<file path="config.mk">
export PLATFORM = sky130hd
export DESIGN_NAME = csbf_flow
export DESIGN_NICKNAME = d
export VERILOG_FILES = /design/src/design/csbf_pkg.sv /design/src/design/csbf_cmp.sv /design/src/design/csbf_flow.sv
export SDC_FILE = /design/constraint.sdc
export NUM_CORES = 1
export LEC_CHECK = 0
export ABC_AREA = 1
export ABC_CLOCK_PERIOD_IN_PS = 2700
export BUFFER_PORTS_ARGS = -buffer_cell sky130_fd_sc_hd__clkbuf_2
export CAP_MARGIN = 20
export CORE_MARGIN = 4
export CORE_UTILIZATION = 45
export CTS_BUF_LIST = sky130_fd_sc_hd__clkbuf_8
export CTS_CLUSTER_SIZE = 24
export DETAILED_ROUTE_END_ITERATION = 10
export PLACE_DENSITY = 0.72
export SLEW_MARGIN = 20
export SYNTH_ARGS = -nofsm -noshare
export SYNTH_HDL_FRONTEND = slang
export SYNTH_SLANG_ARGS = --single-unit
</file>
<file path="constraint.sdc">
create_clock -name clk -period 2.7 [get_ports clk]
set_input_delay 0 -clock clk [delete_from_list [all_inputs] [get_ports clk]]
set_output_delay 0 -clock clk [all_outputs]
set_load 0.02 [all_outputs]
</file>
<file path="src/design/csbf_pkg.sv">
// Shared constants and types for the compare, skip and branch flow unit
package csbf_pkg;

  // ***************************************************
  // Widths
  // ***************************************************
  localparam int PC_W   = 16;
  localparam int DATA_W = 8;
  localparam int OFF_W  = 7;
  localparam int ADDR_W = 2;
  localparam int CNT_W  = 3;

  // ***************************************************
  // Status flag bit positions
  // ***************************************************
  localparam int FLAG_C = 0;
  localparam int FLAG_Z = 1;
  localparam int FLAG_N = 2;
  localparam int FLAG_V = 3;
  localparam int FLAG_S = 4;
  localparam int FLAG_H = 5;
  localparam int FLAG_T = 6;
  localparam int FLAG_I = 7;

  // ***************************************************
  // Register offsets and reset values
  // ***************************************************
  localparam logic [ADDR_W-1:0] REG_FLAGS = 2'h0;
  localparam logic [ADDR_W-1:0] REG_PC_LO = 2'h1;
  localparam logic [ADDR_W-1:0] REG_PC_HI = 2'h2;
  localparam logic [ADDR_W-1:0] REG_STATE = 2'h3;
  localparam logic [DATA_W-1:0] FLAGS_RST = 8'h00;
  localparam logic [PC_W-1:0]   PC_RST    = 16'h0000;

  // ***************************************************
  // Cycle counts per operation
  // ***************************************************
  localparam logic [CNT_W-1:0] CYC_PTR_CALL = 3'h4;
  localparam logic [CNT_W-1:0] CYC_ABS_CALL = 3'h5;
  localparam logic [CNT_W-1:0] CYC_RETURN   = 3'h5;
  localparam logic [CNT_W-1:0] CYC_ONE      = 3'h1;
  localparam logic [CNT_W-1:0] CYC_TWO      = 3'h2;
  localparam logic [CNT_W-1:0] CYC_THREE    = 3'h3;

  // ***************************************************
  // Program counter steps
  // ***************************************************
  localparam logic [PC_W-1:0] STEP_ONE   = 16'h0001;
  localparam logic [PC_W-1:0] STEP_TWO   = 16'h0002;
  localparam logic [PC_W-1:0] STEP_THREE = 16'h0003;

  // ***************************************************
  // Operation codes presented by the decoder
  // ***************************************************
  typedef enum logic [3:0] {
    OP_PTR_CALL    = 4'h0, // pointer_indirect_subroutine_jump
    OP_ABS_CALL    = 4'h1, // direct subroutine call
    OP_SUB_EXIT    = 4'h2, // subroutine_exit
    OP_INT_EXIT    = 4'h3, // interrupt_exit
    OP_CMP_SKIP    = 4'h4, // compare_skip_on_match
    OP_CMP         = 4'h5, // register_compare
    OP_CMP_CARRY   = 4'h6, // compare_with_carry_in
    OP_CMP_IMM     = 4'h7, // compare_with_immediate
    OP_SKIP_R_ZERO = 4'h8, // skip_reg_bit_zero
    OP_SKIP_R_ONE  = 4'h9, // skip_reg_bit_one
    OP_SKIP_IO_ZERO = 4'ha, // skip_io_bit_zero
    OP_SKIP_IO_ONE = 4'hb, // skip_io_bit_one
    OP_BR_FLAG_ONE = 4'hc, // branch_on_flag_one
    OP_BR_FLAG_ZERO = 4'hd, // branch_on_flag_zero
    OP_BR_ZERO     = 4'he, // branch_on_zero_flag
    OP_BR_NONZERO  = 4'hf  // branch_on_nonzero
  } csbf_op_t;

  // ***************************************************
  // Sequencer states
  // ***************************************************
  typedef enum logic [1:0] {
    ST_IDLE = 2'b01,
    ST_WAIT = 2'b10
  } csbf_state_t;

endpackage

</file>
<file path="src/design/csbf_cmp.sv">
// Eight-bit compare: subtract without storing and derive status flags
`timescale 1ns/1ps
module csbf_cmp (
  input  wire logic [7:0] op_a,
  input  wire logic [7:0] op_b,
  input  wire logic       carry_in,
  input  wire logic       use_carry,
  input  wire logic       zero_in,
  output logic            flag_c,
  output logic            flag_z,
  output logic            flag_n,
  output logic            flag_v,
  output logic            flag_s,
  output logic            flag_h
);

  logic [7:0] diff;
  logic       cin;

  // Difference, borrow included only for the carry variant
  assign cin  = use_carry & carry_in;
  assign diff = op_a - op_b - {7'h00, cin};

  // Borrow, overflow and sign flags from operand and result bits
  assign flag_h = (~op_a[3] & op_b[3]) | (op_b[3] & diff[3])
                | (diff[3] & ~op_a[3]);
  assign flag_c = (~op_a[7] & op_b[7]) | (op_b[7] & diff[7])
                | (diff[7] & ~op_a[7]);
  assign flag_v = (op_a[7] & ~op_b[7] & ~diff[7])
                | (~op_a[7] & op_b[7] & diff[7]);
  assign flag_n = diff[7];
  assign flag_s = flag_n ^ flag_v;
  // Carry variant keeps zero only if it was already set
  assign flag_z = (diff == 8'h00) & (~use_carry | zero_in);

endmodule

</file>
<file path="src/design/csbf_flow.sv">
// Control-flow execution unit: calls, returns, compares, skips, branches
//
// Summary of operation
// RL1 - Pointer call loads pointer, four cycles
// RL2 - Direct call loads absolute target, five cycles
// RL3 - Subroutine exit pops counter, five cycles
// RL4 - Interrupt exit pops counter, sets I
// RL5 - Compare equal skips next, flags untouched
// RL6 - Compares update Z N V C H, one cycle
// RL7 - Skip when register bit is zero
// RL8 - Skip when register bit is one
// RL9 - Skip when I/O bit is zero
// RL10 - Skip when I/O bit is one
// RL11 - Branch by offset plus one on flag one
// RL12 - Branch by offset plus one on flag zero
// RL13 - Branch when zero flag is one
// RL14 - Branch when zero flag is zero
// RL15 - Skip adds two or three, cycle per word
`timescale 1ns/1ps
module csbf_flow #(
  parameter int PC_W   = csbf_pkg::PC_W,
  parameter int DATA_W = csbf_pkg::DATA_W,
  parameter int OFF_W  = csbf_pkg::OFF_W
) (
  input  wire logic                   clk,
  input  wire logic                   rstn,
  input  wire logic                   op_valid,
  input  wire csbf_pkg::csbf_op_t     op_code,
  input  wire logic [DATA_W-1:0]      reg_a,
  input  wire logic [DATA_W-1:0]      reg_b,
  input  wire logic [DATA_W-1:0]      imm_value,
  input  wire logic [DATA_W-1:0]      io_value,
  input  wire logic [2:0]             bit_sel,
  input  wire logic [OFF_W-1:0]       branch_offset,
  input  wire logic [PC_W-1:0]        call_target,
  input  wire logic [PC_W-1:0]        pointer_value,
  input  wire logic [PC_W-1:0]        stack_value,
  input  wire logic                   next_is_long,
  input  wire logic [1:0]             reg_addr,
  input  wire logic [DATA_W-1:0]      reg_wdata,
  input  wire logic                   reg_wr,
  input  wire logic                   reg_rd,
  output logic      [DATA_W-1:0]      reg_rdata,
  output logic                        op_ready,
  output logic                        op_done,
  output logic      [PC_W-1:0]        pc,
  output logic      [DATA_W-1:0]      status_flags_word,
  output logic                        push_valid,
  output logic      [PC_W-1:0]        push_value,
  output logic                        pop_valid
);

  // ***************************************************
  // Declarations
  // ***************************************************
  csbf_pkg::csbf_state_t state;
  logic [csbf_pkg::CNT_W-1:0] cnt;
  logic [PC_W-1:0]            pending_pc;
  logic                       pending_int;
  logic [csbf_pkg::CNT_W-1:0] next_cycles;
  logic [PC_W-1:0]            next_pc;
  logic                       next_int;
  logic                       next_flags_we;
  logic                       next_push;
  logic                       next_pop;
  logic [PC_W-1:0]            next_push_value;
  logic                       accept;
  logic                       take;
  logic [DATA_W-1:0]          cmp_b;
  logic                       cmp_carry;
  logic                       c_c;
  logic                       c_z;
  logic                       c_n;
  logic                       c_v;
  logic                       c_s;
  logic                       c_h;

  // ***************************************************
  // Helpers
  // ***************************************************

  // Skip distance grows with the length of the next instruction
  function automatic logic [PC_W-1:0] skip_step(input logic long_next);
    skip_step = long_next ? csbf_pkg::STEP_THREE : csbf_pkg::STEP_TWO;
  endfunction

  // Skip costs one extra cycle per skipped word
  function automatic logic [csbf_pkg::CNT_W-1:0] skip_cycles(
    input logic long_next);
    skip_cycles = long_next ? csbf_pkg::CYC_THREE : csbf_pkg::CYC_TWO;
  endfunction

  // Relative target: counter plus sign-extended offset plus one
  function automatic logic [PC_W-1:0] rel_target(
    input logic [PC_W-1:0]  base,
    input logic [OFF_W-1:0] off);
    logic [PC_W-1:0] ext;
    ext = {{(PC_W-OFF_W){off[OFF_W-1]}}, off};
    rel_target = base + ext + csbf_pkg::STEP_ONE;
  endfunction

  // ***************************************************
  // Compare datapath
  // ***************************************************

  // Immediate compare uses the constant as subtrahend
  assign cmp_b = (op_code == csbf_pkg::OP_CMP_IMM) ? imm_value : reg_b;
  assign cmp_carry = (op_code == csbf_pkg::OP_CMP_CARRY);

  csbf_cmp u_cmp (
    .op_a      (reg_a),
    .op_b      (cmp_b),
    .carry_in  (status_flags_word[csbf_pkg::FLAG_C]),
    .use_carry (cmp_carry),
    .zero_in   (status_flags_word[csbf_pkg::FLAG_Z]),
    .flag_c    (c_c),
    .flag_z    (c_z),
    .flag_n    (c_n),
    .flag_v    (c_v),
    .flag_s    (c_s),
    .flag_h    (c_h)
  );

  // ***************************************************
  // Operation decode
  // ***************************************************

  assign op_ready = (state == csbf_pkg::ST_IDLE);
  assign accept   = op_valid & op_ready;

  // Target counter, cycle cost and side effects per operation
  always_comb begin
    next_cycles     = csbf_pkg::CYC_ONE;
    next_pc         = pc + csbf_pkg::STEP_ONE;
    next_int        = 1'b0;
    next_flags_we   = 1'b0;
    next_push       = 1'b0;
    next_pop        = 1'b0;
    next_push_value = pc + csbf_pkg::STEP_ONE;
    take            = 1'b0;
    unique case (op_code)
      csbf_pkg::OP_PTR_CALL: begin
        next_pc     = pointer_value; // RL1
        next_cycles = csbf_pkg::CYC_PTR_CALL; // RL1
        next_push   = 1'b1;
      end
      csbf_pkg::OP_ABS_CALL: begin
        next_pc         = call_target; // RL2
        next_cycles     = csbf_pkg::CYC_ABS_CALL; // RL2
        next_push       = 1'b1;
        next_push_value = pc + csbf_pkg::STEP_TWO;
      end
      csbf_pkg::OP_SUB_EXIT: begin
        next_pc     = stack_value; // RL3
        next_cycles = csbf_pkg::CYC_RETURN; // RL3
        next_pop    = 1'b1;
      end
      csbf_pkg::OP_INT_EXIT: begin
        next_pc     = stack_value; // RL4
        next_cycles = csbf_pkg::CYC_RETURN; // RL4
        next_pop    = 1'b1;
        next_int    = 1'b1; // RL4
      end
      csbf_pkg::OP_CMP_SKIP: begin
        take = (reg_a == reg_b); // RL5
      end
      csbf_pkg::OP_CMP, csbf_pkg::OP_CMP_CARRY,
      csbf_pkg::OP_CMP_IMM: begin
        next_flags_we = 1'b1; // RL6
      end
      csbf_pkg::OP_SKIP_R_ZERO: begin
        take = ~reg_a[bit_sel]; // RL7
      end
      csbf_pkg::OP_SKIP_R_ONE: begin
        take = reg_a[bit_sel]; // RL8
      end
      csbf_pkg::OP_SKIP_IO_ZERO: begin
        take = ~io_value[bit_sel]; // RL9
      end
      csbf_pkg::OP_SKIP_IO_ONE: begin
        take = io_value[bit_sel]; // RL10
      end
      csbf_pkg::OP_BR_FLAG_ONE: begin
        take = status_flags_word[bit_sel]; // RL11
      end
      csbf_pkg::OP_BR_FLAG_ZERO: begin
        take = ~status_flags_word[bit_sel]; // RL12
      end
      csbf_pkg::OP_BR_ZERO: begin
        take = status_flags_word[csbf_pkg::FLAG_Z]; // RL13
      end
      csbf_pkg::OP_BR_NONZERO: begin
        take = ~status_flags_word[csbf_pkg::FLAG_Z]; // RL14
      end
    endcase
    // Taken skip steps over one or two words
    if (take && op_code >= csbf_pkg::OP_CMP_SKIP &&
        op_code <= csbf_pkg::OP_SKIP_IO_ONE) begin
      next_pc     = pc + skip_step(next_is_long); // RL15
      next_cycles = skip_cycles(next_is_long); // RL15
    end
    // Taken branch jumps relative and costs one extra cycle
    if (take && op_code >= csbf_pkg::OP_BR_FLAG_ONE) begin
      next_pc     = rel_target(pc, branch_offset); // RL11
      next_cycles = csbf_pkg::CYC_TWO; // RL12
    end
  end

  // ***************************************************
  // Sequencer
  // ***************************************************

  // Multi-cycle operations wait until their last cycle
  always_ff @(posedge clk) begin
    if (!rstn) begin
      state <= csbf_pkg::ST_IDLE;
      cnt   <= '0;
    end else begin
      unique case (state)
        csbf_pkg::ST_IDLE: begin
          if (accept && next_cycles != csbf_pkg::CYC_ONE) begin
            state <= csbf_pkg::ST_WAIT;
            cnt   <= next_cycles - csbf_pkg::CYC_TWO;
          end
        end
        csbf_pkg::ST_WAIT: begin
          if (cnt == '0) begin
            state <= csbf_pkg::ST_IDLE;
          end else begin
            cnt <= cnt - csbf_pkg::CYC_ONE;
          end
        end
      endcase
    end
  end

  // Target held while a multi-cycle operation runs
  always_ff @(posedge clk) begin
    if (!rstn) begin
      pending_pc  <= csbf_pkg::PC_RST;
      pending_int <= 1'b0;
    end else if (accept) begin
      pending_pc  <= next_pc;
      pending_int <= next_int;
    end
  end

  // ***************************************************
  // Program counter and completion
  // ***************************************************

  // Counter changes in the last cycle of each operation
  always_ff @(posedge clk) begin
    if (!rstn) begin
      pc      <= csbf_pkg::PC_RST;
      op_done <= 1'b0;
    end else begin
      op_done <= 1'b0;
      if (accept && next_cycles == csbf_pkg::CYC_ONE) begin
        pc      <= next_pc;
        op_done <= 1'b1;
      end else if (state == csbf_pkg::ST_WAIT && cnt == '0) begin
        pc      <= pending_pc;
        op_done <= 1'b1;
      end else if (reg_wr && op_ready && reg_addr == csbf_pkg::REG_PC_LO)
      begin
        pc[7:0] <= reg_wdata;
      end else if (reg_wr && op_ready && reg_addr == csbf_pkg::REG_PC_HI)
      begin
        pc[PC_W-1:8] <= reg_wdata[PC_W-9:0];
      end
    end
  end

  // Stack requests: call pushes return address, exits pop
  always_ff @(posedge clk) begin
    if (!rstn) begin
      push_valid <= 1'b0;
      push_value <= csbf_pkg::PC_RST;
      pop_valid  <= 1'b0;
    end else begin
      push_valid <= accept & next_push;
      pop_valid  <= accept & next_pop;
      if (accept && next_push) begin
        push_value <= next_push_value;
      end
    end
  end

  // ***************************************************
  // Status flags
  // ***************************************************

  // Compare result wins over a software write in the same cycle
  always_ff @(posedge clk) begin
    if (!rstn) begin
      status_flags_word <= csbf_pkg::FLAGS_RST;
    end else if (accept && next_flags_we) begin
      status_flags_word[csbf_pkg::FLAG_C] <= c_c; // RL6
      status_flags_word[csbf_pkg::FLAG_Z] <= c_z; // RL6
      status_flags_word[csbf_pkg::FLAG_N] <= c_n; // RL6
      status_flags_word[csbf_pkg::FLAG_V] <= c_v; // RL6
      status_flags_word[csbf_pkg::FLAG_S] <= c_s;
      status_flags_word[csbf_pkg::FLAG_H] <= c_h; // RL6
    end else if (state == csbf_pkg::ST_WAIT && cnt == '0 && pending_int)
    begin
      status_flags_word[csbf_pkg::FLAG_I] <= 1'b1; // RL4
    end else if (reg_wr && reg_addr == csbf_pkg::REG_FLAGS) begin
      status_flags_word <= reg_wdata;
    end
  end

  // ***************************************************
  // Register read port
  // ***************************************************

  // Read data stands in the cycle after the read strobe only
  always_ff @(posedge clk) begin
    if (!rstn) begin
      reg_rdata <= '0;
    end else if (reg_rd) begin
      unique case (reg_addr)
        csbf_pkg::REG_FLAGS: reg_rdata <= status_flags_word;
        csbf_pkg::REG_PC_LO: reg_rdata <= pc[7:0];
        csbf_pkg::REG_PC_HI: reg_rdata <= pc[PC_W-1:8];
        csbf_pkg::REG_STATE: reg_rdata <= {3'h0, cnt, state};
      endcase
    end else begin
      reg_rdata <= '0;
    end
  end

endmodule

</file>
==> impl_metrics.py, run 1 <==
metrics = {
    "placed_design": {
        "finalWeightedCongestion": 1.02,
        "placement.io_buffers": 161,
        "hpwl_um": 19600,
    },
    "die": {
        "floorplan.initialDensity": 0.461,
        "rows": 44,
        "die_area_um2": 17000,
        "core_region_area_um2": 14600,
        "io_pins": 162,
        "chipHeight_um": 130,
        "die-width_um": 130,
    },
    "worst_setup_path": {
        "crit_path_end_kind": "register",
        "timing.critical_path.required_ps": 3000,
        "worstSetupPathType": "reg -> reg",
        "cp_data_arrival_time_ps": 2770,
        "startpoint_type": "register",
        "cp_max_fo": 4,
    },
    "cts": {
        "tritoncts_clock_tree": "yes",
        "cts_root_buffer": "sky130_fd_sc_hd__clkbuf_8",
        "clock_transition_at_the_registers_of_the_reported_paths_ps": 80,
        "clock_net_sink_count": 73,
        "htree_num_levels": 3,
        "insertion_delay_ps": 360,
        "cts_buffers": 9,
        "cts.path.max_buffers": 2,
    },
    "sta": {
        "final-hold-violation-count": 0,
        "rsz0062_at_grt": "false",
        "timing.final.crit_share": 0.915,
        "final_max_slew_viol_count": 0,
        "fin_worst_hold_slack_ps": 24.0,
        "fin_setup_tns_ps": 0,
        "fmax_mhz": 405,
        "max_slew_margin": 0.599,
        "pin_slew_with_the_least_headroom_to_its_limit_ps": 599,
        "fin_crit_ps": 2470,
        "timing.clock.skew_ps": 5.66,
        "timing.final.setup_violations": 0,
    },
    "logic_synthesis": {
        "ys_async_sr_fraction": 0,
        "synth.area.top_cells": "sky130_fd_sc_hd__dfxtp_1 22%, sky130_fd_sc_hd__nand2_1 16%, sky130_fd_sc_hd__inv_1 9.3%, sky130_fd_sc_hd__nand3_1 7.5%, sky130_fd_sc_hd__ha_1 6.7%",
        "top_reg_cell_synth": "sky130_fd_sc_hd__dfxtp_1",
        "muxShareOfSynthArea": 0.00502,
        "synth_edf_count": 0,
        "syn-instance-count": 1098,
        "synth.top_cells.by_count": "281 x sky130_fd_sc_hd__nand2_1, 167 x sky130_fd_sc_hd__inv_1, 101 x sky130_fd_sc_hd__nand3_1, 76 x sky130_fd_sc_hd__nor2_1",
        "yosys.area_share.simple": 0.315,
        "synth_top_cell_area_share": 0.217,
        "synthAdderAreaFrac": 0.0758,
        "syn-cell-area_um2": 6730,
        "synthesis.nets": 1247,
        "synth_cell_type_count": 52,
        "synthDominantAreaCellType": "sky130_fd_sc_hd__dfxtp_1",
        "synth_top_family_by_area": "simple AND/OR/NAND/NOR gates",
        "synthesis.area_per_instance_um2": 6.13,
        "yosysSeqAreaShare": 0.217,
        "yosys.cell_count.top_type": "sky130_fd_sc_hd__nand2_1",
        "yosys_warnings": 0,
        "synth-compound-area-share": 0.196,
        "post_synth_xor_area_fraction": 0.0625,
        "yosys_register_bits": 73,
    },
    "power_and_ir_drop": {
        "power.density_nw_per_um2": 492,
        "p_leak_nw": 4.45,
        "irDropWorstVdd_uv": 339,
    },
    "route": {
        "highest_metal_layer_with_signal_wires": "met4",
        "wl_per_cell_um": 16.5,
        "post_drt_via_cell_ratio": 5.52,
        "drc_viols": 0,
        "route.antenna.remaining_nets": 0,
        "wl_met1_um": 10400,
        "vias": 8183,
        "wl_um": 24400,
        "detailed_route_wirelength_on_metal2_um": 11200,
        "detail_route.iter0.violations": 793,
        "route.met3.wl_um": 2090,
        "first_pass_iters": 6,
    },
    "cells_and_area": {
        "drive_above_1_share": 0.200,
        "fillerInstances": 1496,
        "fin_nets": 1442,
        "antenna_cells_inserted": 0,
        "area_delta_synth_final_pct": 23.0,
    },
    "grt": {
        "grt_antenna_before_repair": 0,
        "globalRoute.totalOverflow": 0,
        "first_global_vias": 7512,
        "largest_net_degree_at_the_start_of_global_routing": 43,
        "global_route.usage.total": 0.287,
        "grt_first_pass_wirelength_um": 38400,
    },
    "min_path": {
        "hold_path_class": "in -> reg",
    },
    "status": {
        "run_status": "finished, final reports clean",
    },
    "flow_run": {
        "cap_violations": 0,
    },
}
## critical path: stages (launching register included)
cell and delay, ps:
sky130_fd_sc_hd__dfxtp_1 320, sky130_fd_sc_hd__inv_1 100, sky130_fd_sc_hd__nor3_2 60, sky130_fd_sc_hd__fa_1 370
sky130_fd_sc_hd__inv_1 70, sky130_fd_sc_hd__ha_1 240, sky130_fd_sc_hd__a211o_1 330, sky130_fd_sc_hd__nand2_1 70
sky130_fd_sc_hd__o311ai_0 130, sky130_fd_sc_hd__xor2_1 320, sky130_fd_sc_hd__buf_4 170, sky130_fd_sc_hd__o211ai_1 70
sky130_fd_sc_hd__a21oi_1 140
## cell usage in the layout, fill, tap and decap left out, drive strengths merged, types with 4 or more instances in the layout
cell type	Yosys	routed
a21oi	70	70
a221oi	11	11
a22o	4	4
a31oi	4	4
buf	18	56
clkbuf	23	171
dfxtp	73	73
dlygate4sd3	0	8
ha	36	36
inv	171	172
nand2	283	283
nand3	103	103
nand4	10	10
nor2	82	82
nor3	14	14
o211ai	23	23
o21ai	78	78
o221ai	4	4
o22ai	7	7
or2	4	4
xnor2	11	11
xor2	37	37
## area by class of cell
class                      instances  area (um2)  area share
inverter                         173         651      0.0786
multi-input combinational        811        4410       0.533
sequential                        73        1460       0.177
clock buffer                      10         138      0.0166
timing repair buffer             225        1320       0.159
clock inverter                     6        66.3     0.00801
tap                              184         230      0.0278
## worst paths after layout
check                                           from                   end  slack, ps  cells past startpoint
worst max register to register  status_flags_word[0]  status_flags_word[4]        230                     12
worst max-delay path            status_flags_word[0]  status_flags_word[4]        230                     12
worst min-delay path                    reg_wdata[1]  status_flags_word[1]         20                      3
worst min register to register        push_value[14]        push_value[14]        470                      2
## metal layers
metal,global-route usage,up-vias
li1,-,4003
met1,0.396,3715
met2,0.463,403
met3,0.0315,62
met4,0.105,0
met5,0,-
## what timing repair did
item                                    4_1_cts  5_1_grt
hold endpoints to repair                      7        0
gates resized for setup                       0        4
hold buffers                                  8        0
setup buffers                                 0        0
endpoints found under the setup margin        0        7
## through the flow
stage	cells	power (mW)	utilization	worst slack, ps	area, um2
after detailed placement	1458	3.13	0.547	-41.6	7980
after global placement	1458	3.11	0.547	11.9	7980
final	1482	4.08	0.568	230	8280
after CTS	1482	4.04	0.567	213	8270
after floorplan	1098	2.47	-	37.8	6730
after global routing	1482	4.33	0.568	25.0	8280
## cell families (layout without fill, tap and decap cells)
group	after synthesis	in the layout
buffers and inverters	214	414
adder cells (fa/ha/maj)	39	39
AND/OR/NAND/NOR	499	499
XOR/XNOR	48	48
AO/OA/AOI/OAI	222	222
flip-flops	73	73
multiplexers	3	3
## report_power, final
part           internal [mW]  switching [mW]  total (mW)
combinational          0.688            1.19        1.87
sequential              1.18          0.0989        1.28
clock                  0.454           0.466       0.919
## sequential cells by signal, indices dropped and copies added, names as in the netlist
| signal | flops |
|---|---|
| reg_rdata | 8 |
| push_valid | 1 |
| status_flags_word | 8 |
| pop_valid | 1 |
| cnt | 3 |
| pending_int | 1 |
| op_done | 1 |
| state | 2 |
| pc | 16 |
| push_value | 16 |
| pending_pc | 16 |
(Power assumes the default switching activity.)
==> run 2: changes to the inputs <==
HOLD_SLACK_MARGIN = 0.06   (was unset)
==> impl_metrics.py, run 2 (synthesis results as in run 1) <==
metrics = {
    "route": {
        "wl_per_cell_um": 16.6,
        "highest_metal_layer_with_signal_wires": "met4",
        "route.met3.wl_um": 2090,
        "wl_um": 24700,
        "first_pass_iters": 7,
        "detail_route.iter0.violations": 857,
        "drc_viols": 0,
        "wl_met1_um": 10500,
        "detailed_route_wirelength_on_metal2_um": 11300,
        "post_drt_via_cell_ratio": 5.57,
        "vias": 8278,
        "route.antenna.remaining_nets": 0,
    },
    "worst_setup_path": {
        "startpoint_type": "input port",
        "logic_depth_of_the_worst_register_to_register_path": 12,
        "r2r-start": "status_flags_word[0]",
        "cp.buffers_inverters": 5,
        "path_cells": "clkbuf_2 -> dlygate4sd3_1 -> buf_4 -> nand2_4 -> nor3_2 -> fa_2 -> inv_1 -> ha_1 -> a211o_1 -> nand2_1 -> o311ai_0 -> xor2_1 -> buf_4 -> o211ai_1 -> a21oi_1",
        "cpPeakStageDelay_ps": 540,
        "cp_max_fo": 6,
        "regToRegEndpoint": "status_flags_word[3]",
        "critPathLaunch": "op_code[1]",
        "crit_slowest_cell": "sky130_fd_sc_hd__dlygate4sd3_1",
        "cp_data_arrival_time_ps": 2810,
        "cp.depth": 15,
        "worstSetupPathType": "in -> reg",
        "setup_crit_end": "status_flags_word[3]",
        "path_common_cell": "sky130_fd_sc_hd__buf_4",
        "timing.critical_path.required_ps": 3010,
        "ff2ff_setup_slack_ps": 210,
        "crit_path_end_kind": "register",
        "critPathTopFamily": "buffers and inverters",
    },
    "cts": {
        "clock_transition_at_the_registers_of_the_reported_paths_ps": 80,
        "cts_root_buffer": "sky130_fd_sc_hd__clkbuf_8",
        "htree_num_levels": 3,
        "insertion_delay_ps": 370,
        "clock_net_sink_count": 73,
        "tritoncts_clock_tree": "yes",
        "cts.path.max_buffers": 2,
        "post-cts-setup-buffer-count": 0,
        "cts_buffers": 9,
    },
    "power_and_ir_drop": {
        "power_frac_seq": 0.313,
        "irDropWorstVdd_uv": 351,
        "power.density_nw_per_um2": 491,
        "power.combinational.fraction": 0.460,
        "internal_power_mw": 2.33,
        "p_total_mw": 4.10,
        "clkPwrFrac": 0.226,
        "p_leak_nw": 4.47,
        "swShare": 0.431,
        "net_switching_component_of_the_power_mw": 1.77,
    },
    "die": {
        "io_pins": 162,
        "die_area_um2": 17000,
        "chipHeight_um": 130,
        "floorplan.initialDensity": 0.461,
        "rows": 44,
        "core_region_area_um2": 14600,
        "die-width_um": 130,
    },
    "placed_design": {
        "placedInstanceArea_um2": 7980,
        "hpwl_um": 19600,
        "place.detailed.instances": 1458,
        "placement.io_buffers": 161,
        "finalWeightedCongestion": 1.02,
    },
    "sta": {
        "timing.clock.skew_ps": 5.02,
        "rsz0062_at_grt": "true",
        "fin_worst_hold_slack_ps": 75.4,
        "fin_crit_ps": 2500,
        "final_max_slew_viol_count": 0,
        "max_slew_margin": 0.591,
        "final-hold-violation-count": 0,
        "timing.final.crit_share": 0.927,
        "pin_slew_with_the_least_headroom_to_its_limit_ps": 612,
        "timing.final.setup_violations": 0,
        "fmax_mhz": 399,
    },
    "cells_and_area": {
        "drive_above_1_share": 0.200,
        "area_delta_synth_final_pct": 23.9,
        "final_cell_area_um2": 8340,
        "antenna_cells_inserted": 0,
        "reg.largest.list": "pc (16), pending_pc (16), push_value (16)",
        "layout_common_cells": "279 x sky130_fd_sc_hd__nand2_1, 167 x sky130_fd_sc_hd__inv_1, 161 x sky130_fd_sc_hd__clkbuf_2, 101 x sky130_fd_sc_hd__nand3_1, 76 x sky130_fd_sc_hd__nor2_1",
        "mostFrequentLayoutCell": "sky130_fd_sc_hd__nand2_1",
        "fin_nets": 1447,
        "instances_no_fill": 1487,
    },
    "grt": {
        "largest_net_degree_at_the_start_of_global_routing": 43,
        "grt_first_pass_wirelength_um": 38600,
        "first_global_vias": 7563,
        "global_route.usage.total": 0.289,
        "globalRoute.totalOverflow": 0,
        "grt_antenna_before_repair": 0,
    },
    "flow_run": {
        "cap_violations": 0,
    },
    "status": {
        "run_status": "finished, final reports clean",
    },
    "min_path": {
        "min_from": "reg_addr[0]",
        "hold_path_class": "in -> reg",
    },
}
-- run 2: changes by cell type in the layout (fill, tap and decap cells not counted), sizes merged --
cell and change:
dlygate4sd3 +5
-- run 2: how the worst min path moves through the flow --
stage | end | slack, ps | cells after the start
2_1_floorplan | pending_int | 130 | 1
3_3_place_gp | status_flags_word[7] | 300 | 3
3_5_place_dp | status_flags_word[0] | 310 | 3
4_1_cts | reg_rdata[1] | 80 | 4
5_1_grt | cnt[0] | 130 | 5
6_report | reg_rdata[1] | 80 | 4
-- run 2: cell type report --
type | instances | area (um2)
fillers | 1492 | 6250
multi-input cells | 811 | 4420
flip-flops and latches | 73 | 1460
repair buffers | 230 | 1370
inverters | 173 | 651
well taps | 184 | 230
clock buffers | 10 | 138
clock inverters | 6 | 66.3
-- run 2: stage by stage --
step | TNS [ps] | setup WS (ps) | utilization
2_1_floorplan | 0 | 37.8 | -
3_3_place_gp | 0 | 11.9 | 0.547
3_5_place_dp | -116 | -41.6 | 0.547
4_1_cts | 0 | 105 | 0.570
5_1_grt | -1.83 | -1.83 | 0.572
6_report | 0 | 197 | 0.572
-- run 2: timing repair --
| item | in CTS | in global routing |
|---|---|---|
| endpoints found under the hold margin | 13 | 0 |
| setup endpoints to repair | 0 | 11 |
| hold buffers | 13 | 0 |
| gates resized for setup | 0 | 7 |
-- run 2: power groups by stage --
stage	logic [mW]	registers, mW	clock network (mW)
2_1_floorplan	1.11	1.36	0
3_3_place_gp	1.81	1.30	0
3_5_place_dp	1.83	1.30	0
4_1_cts	1.85	1.28	0.917
5_1_grt	2.08	1.29	0.967
6_report	1.89	1.28	0.927
-- run 2: metal layers --
metal / vias up / track usage
met5: - / 0
met4: 0 / 0.101
met3: 62 / 0.0315
met2: 395 / 0.469
met1: 3814 / 0.398
li1: 4007 / -
-- run 2: worst register-to-register path: stages (launching register included) --
cell and delay [ps]:
sky130_fd_sc_hd__dfxtp_1 340, sky130_fd_sc_hd__inv_1 80, sky130_fd_sc_hd__nor3_2 200, sky130_fd_sc_hd__fa_2 220, sky130_fd_sc_hd__inv_1 40, sky130_fd_sc_hd__ha_1 290
sky130_fd_sc_hd__a211o_1 300, sky130_fd_sc_hd__nand2_1 70, sky130_fd_sc_hd__o311ai_0 130, sky130_fd_sc_hd__xor2_1 330, sky130_fd_sc_hd__buf_4 170, sky130_fd_sc_hd__o211ai_1 80
sky130_fd_sc_hd__a21oi_1 170
==> run 3: changes to the inputs <==
CORE_MARGIN = unset   (was 4)
CORE_UTILIZATION = 41   (was 45)
PLACE_DENSITY = 0.66   (was 0.72)
==> impl_metrics.py, run 3 (synthesis results as in run 1) <==
metrics = {
    "min_path": {
        "hold_path_class": "in -> reg",
        "whs_path_depth": 4,
    },
    "die": {
        "die_area_um2": 16900,
        "floorplan.initialDensity": 0.422,
        "core_region_area_um2": 15900,
        "rows": 46,
        "die-width_um": 130,
        "io_pins": 162,
        "chipHeight_um": 130,
    },
    "cells_and_area": {
        "antenna_cells_inserted": 0,
        "fin_nets": 1448,
        "drive_above_1_share": 0.201,
        "area_delta_synth_final_pct": 24.1,
        "mostFrequentLayoutCell": "sky130_fd_sc_hd__nand2_1",
        "instances_no_fill": 1520,
        "layout_common_cells": "280 x sky130_fd_sc_hd__nand2_1, 168 x sky130_fd_sc_hd__inv_1, 161 x sky130_fd_sc_hd__clkbuf_2, 101 x sky130_fd_sc_hd__nand3_1, 76 x sky130_fd_sc_hd__nor2_1",
        "final_cell_area_um2": 8360,
        "reg.largest.list": "pc (16), pending_pc (16), push_value (16)",
        "finish.utilization": 0.524,
    },
    "sta": {
        "postLayoutSetupSlackWorst_ps": 184,
        "final_max_slew_viol_count": 0,
        "timing.final.setup_violations": 0,
        "pin_slew_with_the_least_headroom_to_its_limit_ps": 486,
        "max_slew_margin": 0.675,
        "fin_worst_hold_slack_ps": 99.9,
        "rsz0062_at_grt": "true",
        "fin_setup_tns_ps": 0,
        "timing.final.crit_share": 0.932,
        "timing.clock.skew_ps": 10.8,
        "fmax_mhz": 397,
        "final-hold-violation-count": 0,
        "fin_crit_ps": 2520,
    },
    "route": {
        "wl_um": 24900,
        "wl_per_cell_um": 16.4,
        "drc_viols": 0,
        "route.antenna.remaining_nets": 0,
        "vias": 8055,
        "detail_route.iter0.violations": 768,
        "post_drt_via_cell_ratio": 5.30,
        "first_pass_iters": 5,
    },
    "placed_design": {
        "pre_cts_ws_ps": -95.4,
        "placement.io_buffers": 161,
        "place.detailed.instances": 1493,
        "placedInstanceArea_um2": 8030,
        "hpwl_um": 20100,
        "finalWeightedCongestion": 0.958,
    },
    "worst_setup_path": {
        "timing.critical_path.required_ps": 2980,
        "cp_max_fo": 15,
        "startpoint_type": "input port",
        "crit_slowest_cell": "sky130_fd_sc_hd__dlygate4sd3_1",
        "path_common_cell": "sky130_fd_sc_hd__nor2_1",
        "path_cells": "clkbuf_2 -> dlygate4sd3_1 -> buf_4 -> nor2_1 -> inv_1 -> nor2_1 -> nand3_1 -> nor2_1 -> nor2_1 -> nand3_4 -> nor2_4 -> nand2_2 -> clkinv_2 -> nand3_1 -> nand3_1 -> nand2_1 -> inv_1",
        "cp_data_arrival_time_ps": 2790,
        "logic_depth_of_the_worst_register_to_register_path": 12,
        "worstSetupPathType": "in -> reg",
        "crit_path_end_kind": "register",
        "cpPeakStageDelay_ps": 540,
    },
    "power_and_ir_drop": {
        "p_leak_nw": 4.47,
        "p_total_mw": 4.08,
        "power.density_nw_per_um2": 488,
        "irDropWorstVdd_uv": 250,
    },
    "grt": {
        "grt_antenna_before_repair": 0,
        "globalRoute.totalOverflow": 0,
        "first_global_vias": 7087,
        "largest_net_degree_at_the_start_of_global_routing": 31,
        "grt_first_pass_wirelength_um": 37800,
        "global_route.usage.total": 0.295,
    },
    "cts": {
        "cts.path.max_buffers": 2,
        "post-cts-setup-buffer-count": 0,
        "clock_net_sink_count": 73,
        "clock_transition_at_the_registers_of_the_reported_paths_ps": 90,
        "cts_buffers": 9,
        "tritoncts_clock_tree": "yes",
        "htree_num_levels": 3,
        "cts_root_buffer": "sky130_fd_sc_hd__clkbuf_8",
        "insertion_delay_ps": 370,
    },
    "flow_run": {
        "cap_violations": 0,
    },
    "status": {
        "run_status": "finished, final reports clean",
    },
}
run 3: cell count changes in the layout (fill, tap and decap cells not counted), sizes merged:
| cell | delta |
|---|---|
| buf | +3 |
| clkinvlp | -1 |
| clkinv | +1 |
| dlygate4sd3 | -2 |
run 3: layout make-up:
class | instances | area, um2
Clock buffer | 10 | 138
Clock inverter | 6 | 58.8
Fill cell | 1691 | 7590
Inverter | 173 | 651
Multi-Input combinational cell | 811 | 4420
Sequential cell | 73 | 1460
Tap cell | 216 | 270
Timing Repair Buffer | 231 | 1360
run 3: path summary, 6_finish.rpt:
check / slack (ps) / startpoint / end
hold reg to reg: 480 / push_value[15] / push_value[15]
setup reg to reg: 240 / status_flags_word[0] / status_flags_word[3]
hold / removal: 100 / reg_a[7] / status_flags_word[0]
setup / recovery: 180 / op_code[1] / pc[12]
run 3: critical path: cells and delay by family:
family,cells,cell delay [ps]
buffers and inverters,6,1230
and+or+nand+nor,11,1550
run 3: power breakdown:
part / internal, mW / switching, mW / leakage, nW / total (mW)
clock network: 0.446 / 0.455 / 0.0995 / 0.901
logic: 0.693 / 1.18 / 3.78 / 1.87
registers: 1.18 / 0.125 / 0.598 / 1.31
run 3: repair_timing:
item,CTS,global route
hold buffers,11,0
gates resized for setup,0,6
endpoints found under the setup margin,0,6
endpoints found under the hold margin,13,0
run 3: layer usage:
layer	up-vias	wire (um)	global-route usage
met5	-	0	0
met4	0	714	0.102
met3	49	1930	0.0455
met2	344	11400	0.478
met1	3661	10900	0.395
li1	4001	-	-
